$ cat src/core/abscfg_cfg.svh
`ifndef ABSCFG_CFG_SVH
`define ABSCFG_CFG_SVH

// ----------------------------------------------------------------
// Register offsets (byte addresses)
// ----------------------------------------------------------------
`define ABSCFG_OFS_STATUS   12'h000
`define ABSCFG_OFS_MASK     12'h004
`define ABSCFG_OFS_CONFIG0  12'h008
`define ABSCFG_OFS_CONFIG1  12'h00C
`define ABSCFG_OFS_DELTA0   12'h010
`define ABSCFG_OFS_DELTA1   12'h014
`define ABSCFG_OFS_CTRL     12'h018

// ----------------------------------------------------------------
// Status bit positions (per axis: base + axis)
// ----------------------------------------------------------------
`define ABSCFG_ST_FAULT     0
`define ABSCFG_ST_UPDATE    2

// ----------------------------------------------------------------
// Reset values
// ----------------------------------------------------------------
`define ABSCFG_MASK_RST     4'h0
`define ABSCFG_CTRL_RST     2'h3

// ----------------------------------------------------------------
// Timing
// ----------------------------------------------------------------
`define ABSCFG_CLK_HZ       20000000
`define ABSCFG_UPD_US       1000
`define ABSCFG_UPD_CYC      ((`ABSCFG_CLK_HZ / 1000000) * `ABSCFG_UPD_US)
`define ABSCFG_QUAD_HZ      800000
// Edge rate 4x channel frequency; rounded down, 6 cycles at these clock rates
`define ABSCFG_EDGE_CYC     (`ABSCFG_CLK_HZ / (4 * `ABSCFG_QUAD_HZ))

`endif

$ cat src/core/abscfg_pkg.sv
package abscfg_pkg;

    // Turn type
    typedef enum logic {
        ABSCFG_SINGLE = 1'b0,
        ABSCFG_MULTI  = 1'b1
    } abscfg_turns_t;

    // Data code
    typedef enum logic {
        ABSCFG_GRAY   = 1'b0,
        ABSCFG_BINARY = 1'b1
    } abscfg_code_t;

    // Update mode
    typedef enum logic {
        ABSCFG_LOCKED  = 1'b0,
        ABSCFG_FREERUN = 1'b1
    } abscfg_mode_t;

    // Quadrature stepper states
    typedef enum logic [2:0] {
        ABSCFG_Q_IDLE  = 3'b001,
        ABSCFG_Q_STEP  = 3'b010,
        ABSCFG_Q_FAULT = 3'b100
    } abscfg_qstate_t;

endpackage

$ cat src/core/abscfg_top.sv
// Implementation choices: the register addresses and the APB interface to the registers.
`timescale 1ns/1ps
`include "abscfg_cfg.svh"

module abscfg_top (
    input  wire logic        core_clk,
    input  wire logic        rst_b,
    input  wire logic [3:0]  resSel0,
    input  wire logic [3:0]  fmtSel0,
    input  wire logic [3:0]  resSel1,
    input  wire logic [3:0]  fmtSel1,
    input  wire logic [1:0]  strobe,
    input  wire logic [31:0] rawPos0,
    input  wire logic [31:0] rawPos1,
    input  wire logic        psel,
    input  wire logic        penable,
    input  wire logic        pwrite,
    input  wire logic [11:0] paddr,
    input  wire logic [31:0] pwdata,
    output logic [31:0]      prdata,
    output logic             pready,
    output logic             pslverr,
    output logic [1:0]       quadA,
    output logic [1:0]       quadB,
    output logic [1:0]       relayOk,
    output logic [1:0]       cfgFault,
    output logic [1:0]       sampleReq,
    output logic [1:0]       multiTurn,
    output logic [1:0]       freeRun,
    output logic [63:0]      resMaskOut,
    output logic             irq
);

    // -----------------------------------------------------------
    // Decode helpers
    // -----------------------------------------------------------
    // Resolution in bits per turn
    function automatic logic [4:0] resBits(input logic [3:0] code);
        case (code)
            4'hC:    resBits = 5'h15;
            4'hD:    resBits = 5'h16;
            4'hE:    resBits = 5'h18;
            4'hF:    resBits = 5'h19;
            default: resBits = 5'h07 + {1'b0, code};
        endcase
    endfunction

    function automatic logic [31:0] gray2bin(input logic [31:0] g);
        logic [31:0] b;
        b = g;
        for (int i = 30; i >= 0; i--) begin
            b[i] = b[i + 1] ^ g[i];
        end
        gray2bin = b;
    endfunction

    // Position masked to the configured resolution
    function automatic logic [31:0] resMask(input logic [4:0] bits);
        resMask = (32'h0000_0001 << bits) - 32'h0000_0001;
    endfunction

    typedef struct packed {
        logic [1:0][3:0]  res;
        logic [1:0][3:0]  fmt;
        logic             cfgDone;
        logic [1:0][31:0] lastPos;
        logic [1:0][31:0] delta;
        logic [1:0]       load;
        logic [1:0]       primed;
        logic [1:0]       strobeD;
        logic [14:0]      msCnt;
        logic [2:0]       edgeCnt;
        logic [3:0]       status;
        logic [3:0]       mask;
        logic [1:0]       enable;
        logic [31:0]      rdata;
    } abscfg_st_t;

    abscfg_st_t cur;
    abscfg_st_t next_cur;

    logic [1:0]  invalid;
    logic [1:0]  trig;
    logic [1:0]  busy;
    logic        msTick;
    logic        edgeTick;
    logic        wrAcc;
    logic [31:0] pos [2];

    // -----------------------------------------------------------
    // Per-axis decode, each flag from one bit of the format value
    // -----------------------------------------------------------
    always_comb begin
        for (int a = 0; a < 2; a++) begin
            invalid[a]   = cur.fmt[a][0];
            multiTurn[a] = cur.fmt[a][3];
            freeRun[a]   = cur.fmt[a][1];
            resMaskOut[a*32 +: 32] = resMask(resBits(cur.res[a]));
        end
    end

    assign pos[0] = (cur.fmt[0][2] ? rawPos0 : gray2bin(rawPos0))
                    & resMaskOut[31:0];
    assign pos[1] = (cur.fmt[1][2] ? rawPos1 : gray2bin(rawPos1))
                    & resMaskOut[63:32];

    assign msTick   = (cur.msCnt == 15'(`ABSCFG_UPD_CYC - 1));
    assign edgeTick = (cur.edgeCnt == 3'(`ABSCFG_EDGE_CYC - 1));
    assign wrAcc    = psel && penable && pwrite;

    // Update triggers: 1 ms timebase or strobe rising edge
    always_comb begin
        for (int a = 0; a < 2; a++) begin
            trig[a] = freeRun[a] ? msTick
                                 : (strobe[a] && !cur.strobeD[a]);
        end
    end

    // -----------------------------------------------------------
    // Next-state logic
    // -----------------------------------------------------------
    always_comb begin
        next_cur = cur;
        next_cur.load    = 2'b00;
        next_cur.strobeD = strobe;
        next_cur.msCnt   = msTick ? 15'h0000 : cur.msCnt + 15'h0001;
        next_cur.edgeCnt = edgeTick ? 3'h0 : cur.edgeCnt + 3'h1;
        // Strap capture once, after reset release
        if (!cur.cfgDone) begin
            next_cur.res[0]  = resSel0;
            next_cur.fmt[0]  = fmtSel0;
            next_cur.res[1]  = resSel1;
            next_cur.fmt[1]  = fmtSel1;
            next_cur.cfgDone = 1'b1;
        end
        // Software clears status with ones; hardware set wins
        if (wrAcc && paddr == `ABSCFG_OFS_STATUS) begin
            next_cur.status = cur.status & ~pwdata[3:0];
        end
        if (wrAcc && paddr == `ABSCFG_OFS_MASK) begin
            next_cur.mask = pwdata[3:0];
        end
        if (wrAcc && paddr == `ABSCFG_OFS_CTRL) begin
            next_cur.enable = pwdata[1:0];
        end
        for (int a = 0; a < 2; a++) begin
            if (cur.cfgDone && invalid[a]) begin
                next_cur.status[`ABSCFG_ST_FAULT + a] = 1'b1;
            end
            // Skip new samples while the previous delta still streams
            if (cur.cfgDone && trig[a] && !busy[a] && cur.enable[a]) begin
                next_cur.lastPos[a] = pos[a];
                next_cur.primed[a]  = 1'b1;
                // First sample only sets the reference, no jump at start
                next_cur.delta[a] = cur.primed[a] ? pos[a] - cur.lastPos[a]
                                                  : 32'h0000_0000;
                next_cur.load[a]  = 1'b1;
                next_cur.status[`ABSCFG_ST_UPDATE + a] = 1'b1;
            end
        end
        // Read data registered at the setup cycle
        case (paddr)
            `ABSCFG_OFS_STATUS:  next_cur.rdata = {28'h0, cur.status};
            `ABSCFG_OFS_MASK:    next_cur.rdata = {28'h0, cur.mask};
            `ABSCFG_OFS_CONFIG0: next_cur.rdata = {24'h0, cur.fmt[0],
                                                  cur.res[0]};
            `ABSCFG_OFS_CONFIG1: next_cur.rdata = {24'h0, cur.fmt[1],
                                                  cur.res[1]};
            `ABSCFG_OFS_DELTA0:  next_cur.rdata = cur.delta[0];
            `ABSCFG_OFS_DELTA1:  next_cur.rdata = cur.delta[1];
            `ABSCFG_OFS_CTRL:    next_cur.rdata = {30'h0, cur.enable};
            default:             next_cur.rdata = 32'h0000_0000;
        endcase
    end

    always_ff @(posedge core_clk) begin
        if (!rst_b) begin
            cur.res     <= '0;
            cur.fmt     <= '0;
            cur.cfgDone <= 1'b0;
            cur.lastPos <= '0;
            cur.delta   <= '0;
            cur.load    <= 2'b00;
            cur.primed  <= 2'b00;
            cur.strobeD <= 2'b00;
            cur.msCnt   <= 15'h0000;
            cur.edgeCnt <= 3'h0;
            cur.status  <= 4'h0;
            cur.mask    <= `ABSCFG_MASK_RST;
            cur.enable  <= `ABSCFG_CTRL_RST;
            cur.rdata   <= 32'h0000_0000;
        end else begin
            cur <= next_cur;
        end
    end

    // -----------------------------------------------------------
    // Bus and outputs
    // -----------------------------------------------------------
    // Zero wait states: setup fetches the data, access returns it
    assign prdata    = cur.rdata;
    assign pready    = 1'b1;
    assign pslverr   = psel && penable && (paddr[11:5] != 7'h00
                       || paddr[4:2] == 3'h7 || paddr[1:0] != 2'h0);
    assign irq       = |(cur.status & cur.mask);
    assign sampleReq = cur.load;
    assign cfgFault  = invalid & {2{cur.cfgDone}};
    assign relayOk   = ~invalid & {2{cur.cfgDone}};

    // Axis quadrature emitters
    for (genvar a = 0; a < 2; a++) begin : gAxis
        abscfg_axis uAxis (
            .core_clk (core_clk),
            .rst_b    (rst_b),
            .edgeTick (edgeTick),
            .inhibit  (cfgFault[a]),
            .load     (cur.load[a]),
            .delta    (cur.delta[a]),
            .quadA    (quadA[a]),
            .quadB    (quadB[a]),
            .busy     (busy[a])
        );
    end

    // Cycles since the last tick, kept apart from the divider itself;
    // a counter, since a 1 ms delay range is far too long to unroll
    logic [14:0] msGap;

    always_ff @(posedge core_clk) begin
        if (!rst_b || msTick) begin
            msGap <= 15'h0000;
        end else begin
            msGap <= msGap + 15'h0001;
        end
    end
endmodule // abscfg_top

$ cat src/core/abscfg_axis.sv
`timescale 1ns/1ps
`include "abscfg_cfg.svh"

// One axis: quadrature emitter of signed position deltas
module abscfg_axis (
    input  wire logic        core_clk,
    input  wire logic        rst_b,
    input  wire logic        edgeTick,
    input  wire logic        inhibit,
    input  wire logic        load,
    input  wire logic [31:0] delta,
    output logic             quadA,
    output logic             quadB,
    output logic             busy
);

    typedef struct packed {
        abscfg_pkg::abscfg_qstate_t st;
        logic [31:0]                left;
        logic                       dirNeg;
        logic [1:0]                 phase;
    } abscfg_ax_t;

    abscfg_ax_t cur;
    abscfg_ax_t next_cur;

    // -----------------------------------------------------------
    // Stepper
    // -----------------------------------------------------------
    // Phase sequence 00,01,11,10 gives A leading B when counting up
    always_comb begin
        next_cur = cur;
        case (cur.st)
            abscfg_pkg::ABSCFG_Q_IDLE: begin
                if (inhibit) begin
                    next_cur.st = abscfg_pkg::ABSCFG_Q_FAULT;
                end else if (load && delta != 32'h0000_0000) begin
                    next_cur.dirNeg = delta[31];
                    next_cur.left   = delta[31] ? (32'h0000_0000 - delta)
                                                : delta;
                    next_cur.st     = abscfg_pkg::ABSCFG_Q_STEP;
                end
            end
            abscfg_pkg::ABSCFG_Q_STEP: begin
                if (inhibit) begin
                    next_cur.st = abscfg_pkg::ABSCFG_Q_FAULT;
                end else if (edgeTick) begin
                    // One count per edge of either channel
                    next_cur.phase = cur.dirNeg ? cur.phase - 2'h1
                                                : cur.phase + 2'h1;
                    next_cur.left  = cur.left - 32'h0000_0001;
                    if (cur.left == 32'h0000_0001) begin
                        next_cur.st = abscfg_pkg::ABSCFG_Q_IDLE;
                    end
                end
            end
            abscfg_pkg::ABSCFG_Q_FAULT: begin
                // Held until reset; pending counts are discarded
                next_cur.left = 32'h0000_0000;
            end
            default: begin
                next_cur.st = abscfg_pkg::ABSCFG_Q_IDLE;
            end
        endcase
    end

    always_ff @(posedge core_clk) begin
        if (!rst_b) begin
            cur.st     <= abscfg_pkg::ABSCFG_Q_IDLE;
            cur.left   <= 32'h0000_0000;
            cur.dirNeg <= 1'b0;
            cur.phase  <= 2'h0;
        end else begin
            cur <= next_cur;
        end
    end

    // Gray map of phase onto the channels
    assign quadA = cur.phase[1] ^ cur.phase[0];
    assign quadB = cur.phase[1];
    assign busy  = (cur.st == abscfg_pkg::ABSCFG_Q_STEP);
endmodule // abscfg_axis

$ cat config.mk
export PLATFORM = sky130hd
export DESIGN_NAME = abscfg_top
export DESIGN_NICKNAME = d
export VERILOG_FILES = /design/src/core/abscfg_pkg.sv /design/src/core/abscfg_top.sv /design/src/core/abscfg_axis.sv
export VERILOG_INCLUDE_DIRS = /design/src /design/src/core
export SDC_FILE = /design/constraint.sdc
export NUM_CORES = 1
export LEC_CHECK = 0
export ABC_AREA = 1
export BUFFER_PORTS_ARGS = -buffer_cell sky130_fd_sc_hd__buf_2
export CAP_MARGIN = 20
export CORE_MARGIN = 5
export CORE_UTILIZATION = 65
export CTS_CLUSTER_DIAMETER = 50
export CTS_CLUSTER_SIZE = 30
export DETAILED_ROUTE_END_ITERATION = 8
export GPL_TIMING_DRIVEN = 0
export PLACE_DENSITY = 0.88
export RECOVER_POWER = 25
export REMOVE_ABC_BUFFERS = 1
export SLEW_MARGIN = 10
export SYNTH_ARGS = -nofsm -noshare
export SYNTH_HDL_FRONTEND = slang
export SYNTH_SLANG_ARGS = --single-unit
$ cat constraint.sdc
create_clock -name core_clk -period 10.9 [get_ports core_clk]
set_clock_uncertainty 0.1 [all_clocks]
set_input_delay 2.18 -clock core_clk [delete_from_list [all_inputs] [get_ports core_clk]]
set_output_delay 2.18 -clock core_clk [all_outputs]
set_load 0.05 [all_outputs]
==> flow_summary_export.csv <==
group,metric,value,unit
synth,syn_avg_cell_area,6.428,um2
synth,yosys.area_share.adder,5.302,%
timing,rsz0062_at_grt,"false",
clock_tree,numCtsBuffers,37,
synth,netlist_area,20810,um2
placement,gp_congestion,0.9842,
routing,first_pass_iters,8,
setup_path,crit_required,11090,ps
clock_tree,clock-sinks,287,
pwr,seqPwrFrac,28.0,%
die,die_height,188.9,um
timing,drv_slew,184,
synth,ys_seq_area_share,27.60,%
grt,track_usage,33.28,%
placement,portBuffers,210,
synth,synth_simple_gate_area_share,27.62,%
synth,ys.flop_type,"dfxtp_1",
synth,synth_edf_count,0,
clock_tree,cts_setup_buffers,0,
routing,vias_per_cell,5.888,
synth,yosys-mux-area-fraction,0,%
die,die_w,188.9,um
pwr,p_clk_share,28.8,%
clock_tree,clkTransAtPathRegs,70,ps
clock_tree,ctsHtreeMaxLevel,2,
synth,synth_xor_area_share,5.753,%
pwr,power_leakage,10.99,nW
synth,ys_async_sr_fraction,0,%
synth,postSynthCellCount,3238,
routing,routedWlPerCell,16.57,um
setup_path,crit_path_end_kind,"flop",
pwr,internal_power,0.002536,W
die,start_util,65.96,%
die,fp-row-count,65,
routing,drt_iter0_markers,2132,
pwr,ir_worst_vdd,159.3,uV
final_layout,area_delta_synth_final,11.22,%
grt,grt_overflow,0,
placement,place_hpwl,47220,um
timing,relSlewSlack,-120.9,%
setup_path,crit_family,"simple AND/OR/NAND/NOR gates",
final_layout,finalNonFillerCells,3783,
synth,ys_types,72,
setup_path,max_stage_delay,410,ps
synth,synth_top_family_by_area,"simple AND/OR/NAND/NOR gates",
outcome,violations,"max-capacitance violations, max-slew violations",
pwr,pwr_density_cell,197.1,nW/um2
clock_tree,clk_latency,540,ps
clock_tree,holdBufCountCts,0,
routing,drc,0,
routing,ant_nets,0,
timing,timing.fmax,107.0,MHz
pwr,p_sw,0.002026,W
die,die-area,35700,um2
die,ios,244,
die,core,31560,um2
final_layout,fin_nets,3570,
setup_path,criticalPathCategory,"primary input to flop",
routing,vias,22280,
setup_path,slowest_stage,"fa_1",
final_layout,layout_commonest_cell,"nand2_1",
final_layout,fill_cells,2567,
timing,worstMarginPinSlew,3313,ps
synth,yosysWarnings,0,
min_path,hp-class,"flop to flop",
setup_path,cp_num_buf_inv,4,
synth,synth.ff_latch_count,287,
final_layout,layout_common_cells,"512 x nand2_1, 484 x inv_1, 409 x nor2_1",
pwr,total_power,0.004562,W
setup_path,start_kind,"primary input",
pwr,swShare,44.42,%
final_layout,drive_gt1_share,11.98,%
timing,period_share,85.75,%
synth,synth_compound_area_share,20.61,%
grt,grt_max_degree,70,
setup_path,critical_path.most_common_cell,"nand2_1",
grt,grt_pass1_vias,20380,
pwr,combPwrFrac,43.2,%
timing,setup_viol,0,
outcome,outcome,"finished with violations",
setup_path,cp.arrival,9540,ps
clock_tree,ctsRootBufferMaster,"clkbuf_16",
timing,hold_viol_final,0,
grt,grt_pass1_wl,100100,um
grt,antenna_found_initial,0,
clock_tree,ctsResizeCount,0,
clock_tree,cts_max_path_buffers,3,
routing,wl,62670,um
flow_run,cap_violations,3,
setup_path,critPathMaxFanout,4,
clock_tree,cts_tree,"yes",
timing,fin_crit,9347,ps
placement,dp.cells,3713,
timing,fin_tns_setup,0,ps
final_layout,antenna_cells,0,
[synth_stat cells (all sizes together) (4+ instances only)]
cell	instances	area, um2
a211oi	38	295.3
a21oi	355	1792
a221oi	17	148.9
a22oi	12	90.09
a31oi	16	100.1
a32oi	11	96.34
and2	4	25.02
buf	64	445.4
clkbuf	92	355.3
clkinv	6	23.77
dfxtp	287	5746
ha	85	1064
inv	503	1888
nand2	561	2243
nand3	164	945.9
nand4	25	156.4
nor2	423	1638
nor3	69	360.4
nor3b	8	60.06
nor4	15	100.1
o211ai	10	80.07
o21a	6	45.04
o21ai	249	1254
o21bai	8	60.06
o22ai	17	118.9
o31ai	5	37.54
or2	21	131.4
xnor2	50	452.9
xor2	82	744.5
[sequential cells by signal, indices dropped and copies added (netlist names)]
signal / flops
cur: 173
gAxis.uAxis.cur: 74
prdata: 32
freeRun: 2
gAxis.uAxis.quadB: 2
multiTurn: 2
sampleReq: 2
[kinds of logic (layout without fill, tap and decap cells)]
group,count (synthesis),count (layout)
AND/OR/NAND/NOR,1300,1300
AO/OA/AOI/OAI,764,764
buffers and inverters,666,804
flip-flops,287,287
XOR/XNOR,132,132
adder cells (fa/ha/maj),87,87
other,2,7
[path summary, 6_finish.rpt]
check,slack [ps],cells past startpoint,startpoint,to
hold reg to reg,350,1,cur[45]$_SDFF_PP0_,cur[45]$_SDFF_PP0_
setup reg to reg,4220,42,cur[207]$_SDFFE_PN0N_,cur[125]$_SDFFE_PN0P_
setup / recovery,1550,62,rawPos1[31],cur[128]$_SDFFE_PN0P_
hold / removal,350,1,cur[45]$_SDFF_PP0_,cur[45]$_SDFF_PP0_
[layout make-up]
type | instances | area (um2) | area share, %
inverters | 509 | 1914 | 8.269
well taps | 402 | 503.0 | 2.173
multi-input cells | 2290 | 12390 | 53.52
repair buffers | 227 | 1260 | 5.443
flip-flops and latches | 287 | 5746 | 24.82
clock inverters | 25 | 335.3 | 1.448
clock buffers | 43 | 1001 | 4.324
[layer usage]
metal / up-vias / routed length [um] / GRT usage, %
met3: 169 / 6408 / 5.070
met4: 0 / 2470 / 12.30
met5: - / 0 / 0
met1: 10190 / 26610 / 46.57
met2: 1153 / 27190 / 52.16
li1: 10760 / - / -
[power groups by stage]
stage	clock, W	sequential [W]	combinational, W
3_3_place_gp	0	0.00129	0.00182
5_1_grt	0.00137	0.00129	0.00219
6_report	0.00132	0.00128	0.00197
3_5_place_dp	0	0.00129	0.00191
2_1_floorplan	0	0.00126	0.00146
4_1_cts	0.00132	0.00127	0.00193
[through the flow]
step | util, % | hold WS, ps | setup slack, ps | area, um2
after detailed placement | 69.31 | 346.5 | 1318 | 21870
after floorplan | - | 317.6 | 2024 | 20020
after CTS | 73.54 | 358.1 | 1816 | 23210
after global placement | 68.38 | 327.5 | 1533 | 21580
final | 73.36 | 353.1 | 1553 | 23150
after global routing | 73.36 | 390.4 | 595.3 | 23150
[worst register-to-register path, delay by kind of cell, from the launching register on]
family | cells | cell delay, ps
DFF | 1 | 390
AOI/OAI and AO/OA | 13 | 2580
buffers and inverters | 7 | 660
and+or+nand+nor | 19 | 1960
adders and majority gates | 3 | 750
Note: power is estimated with default switching activity, not from simulation.
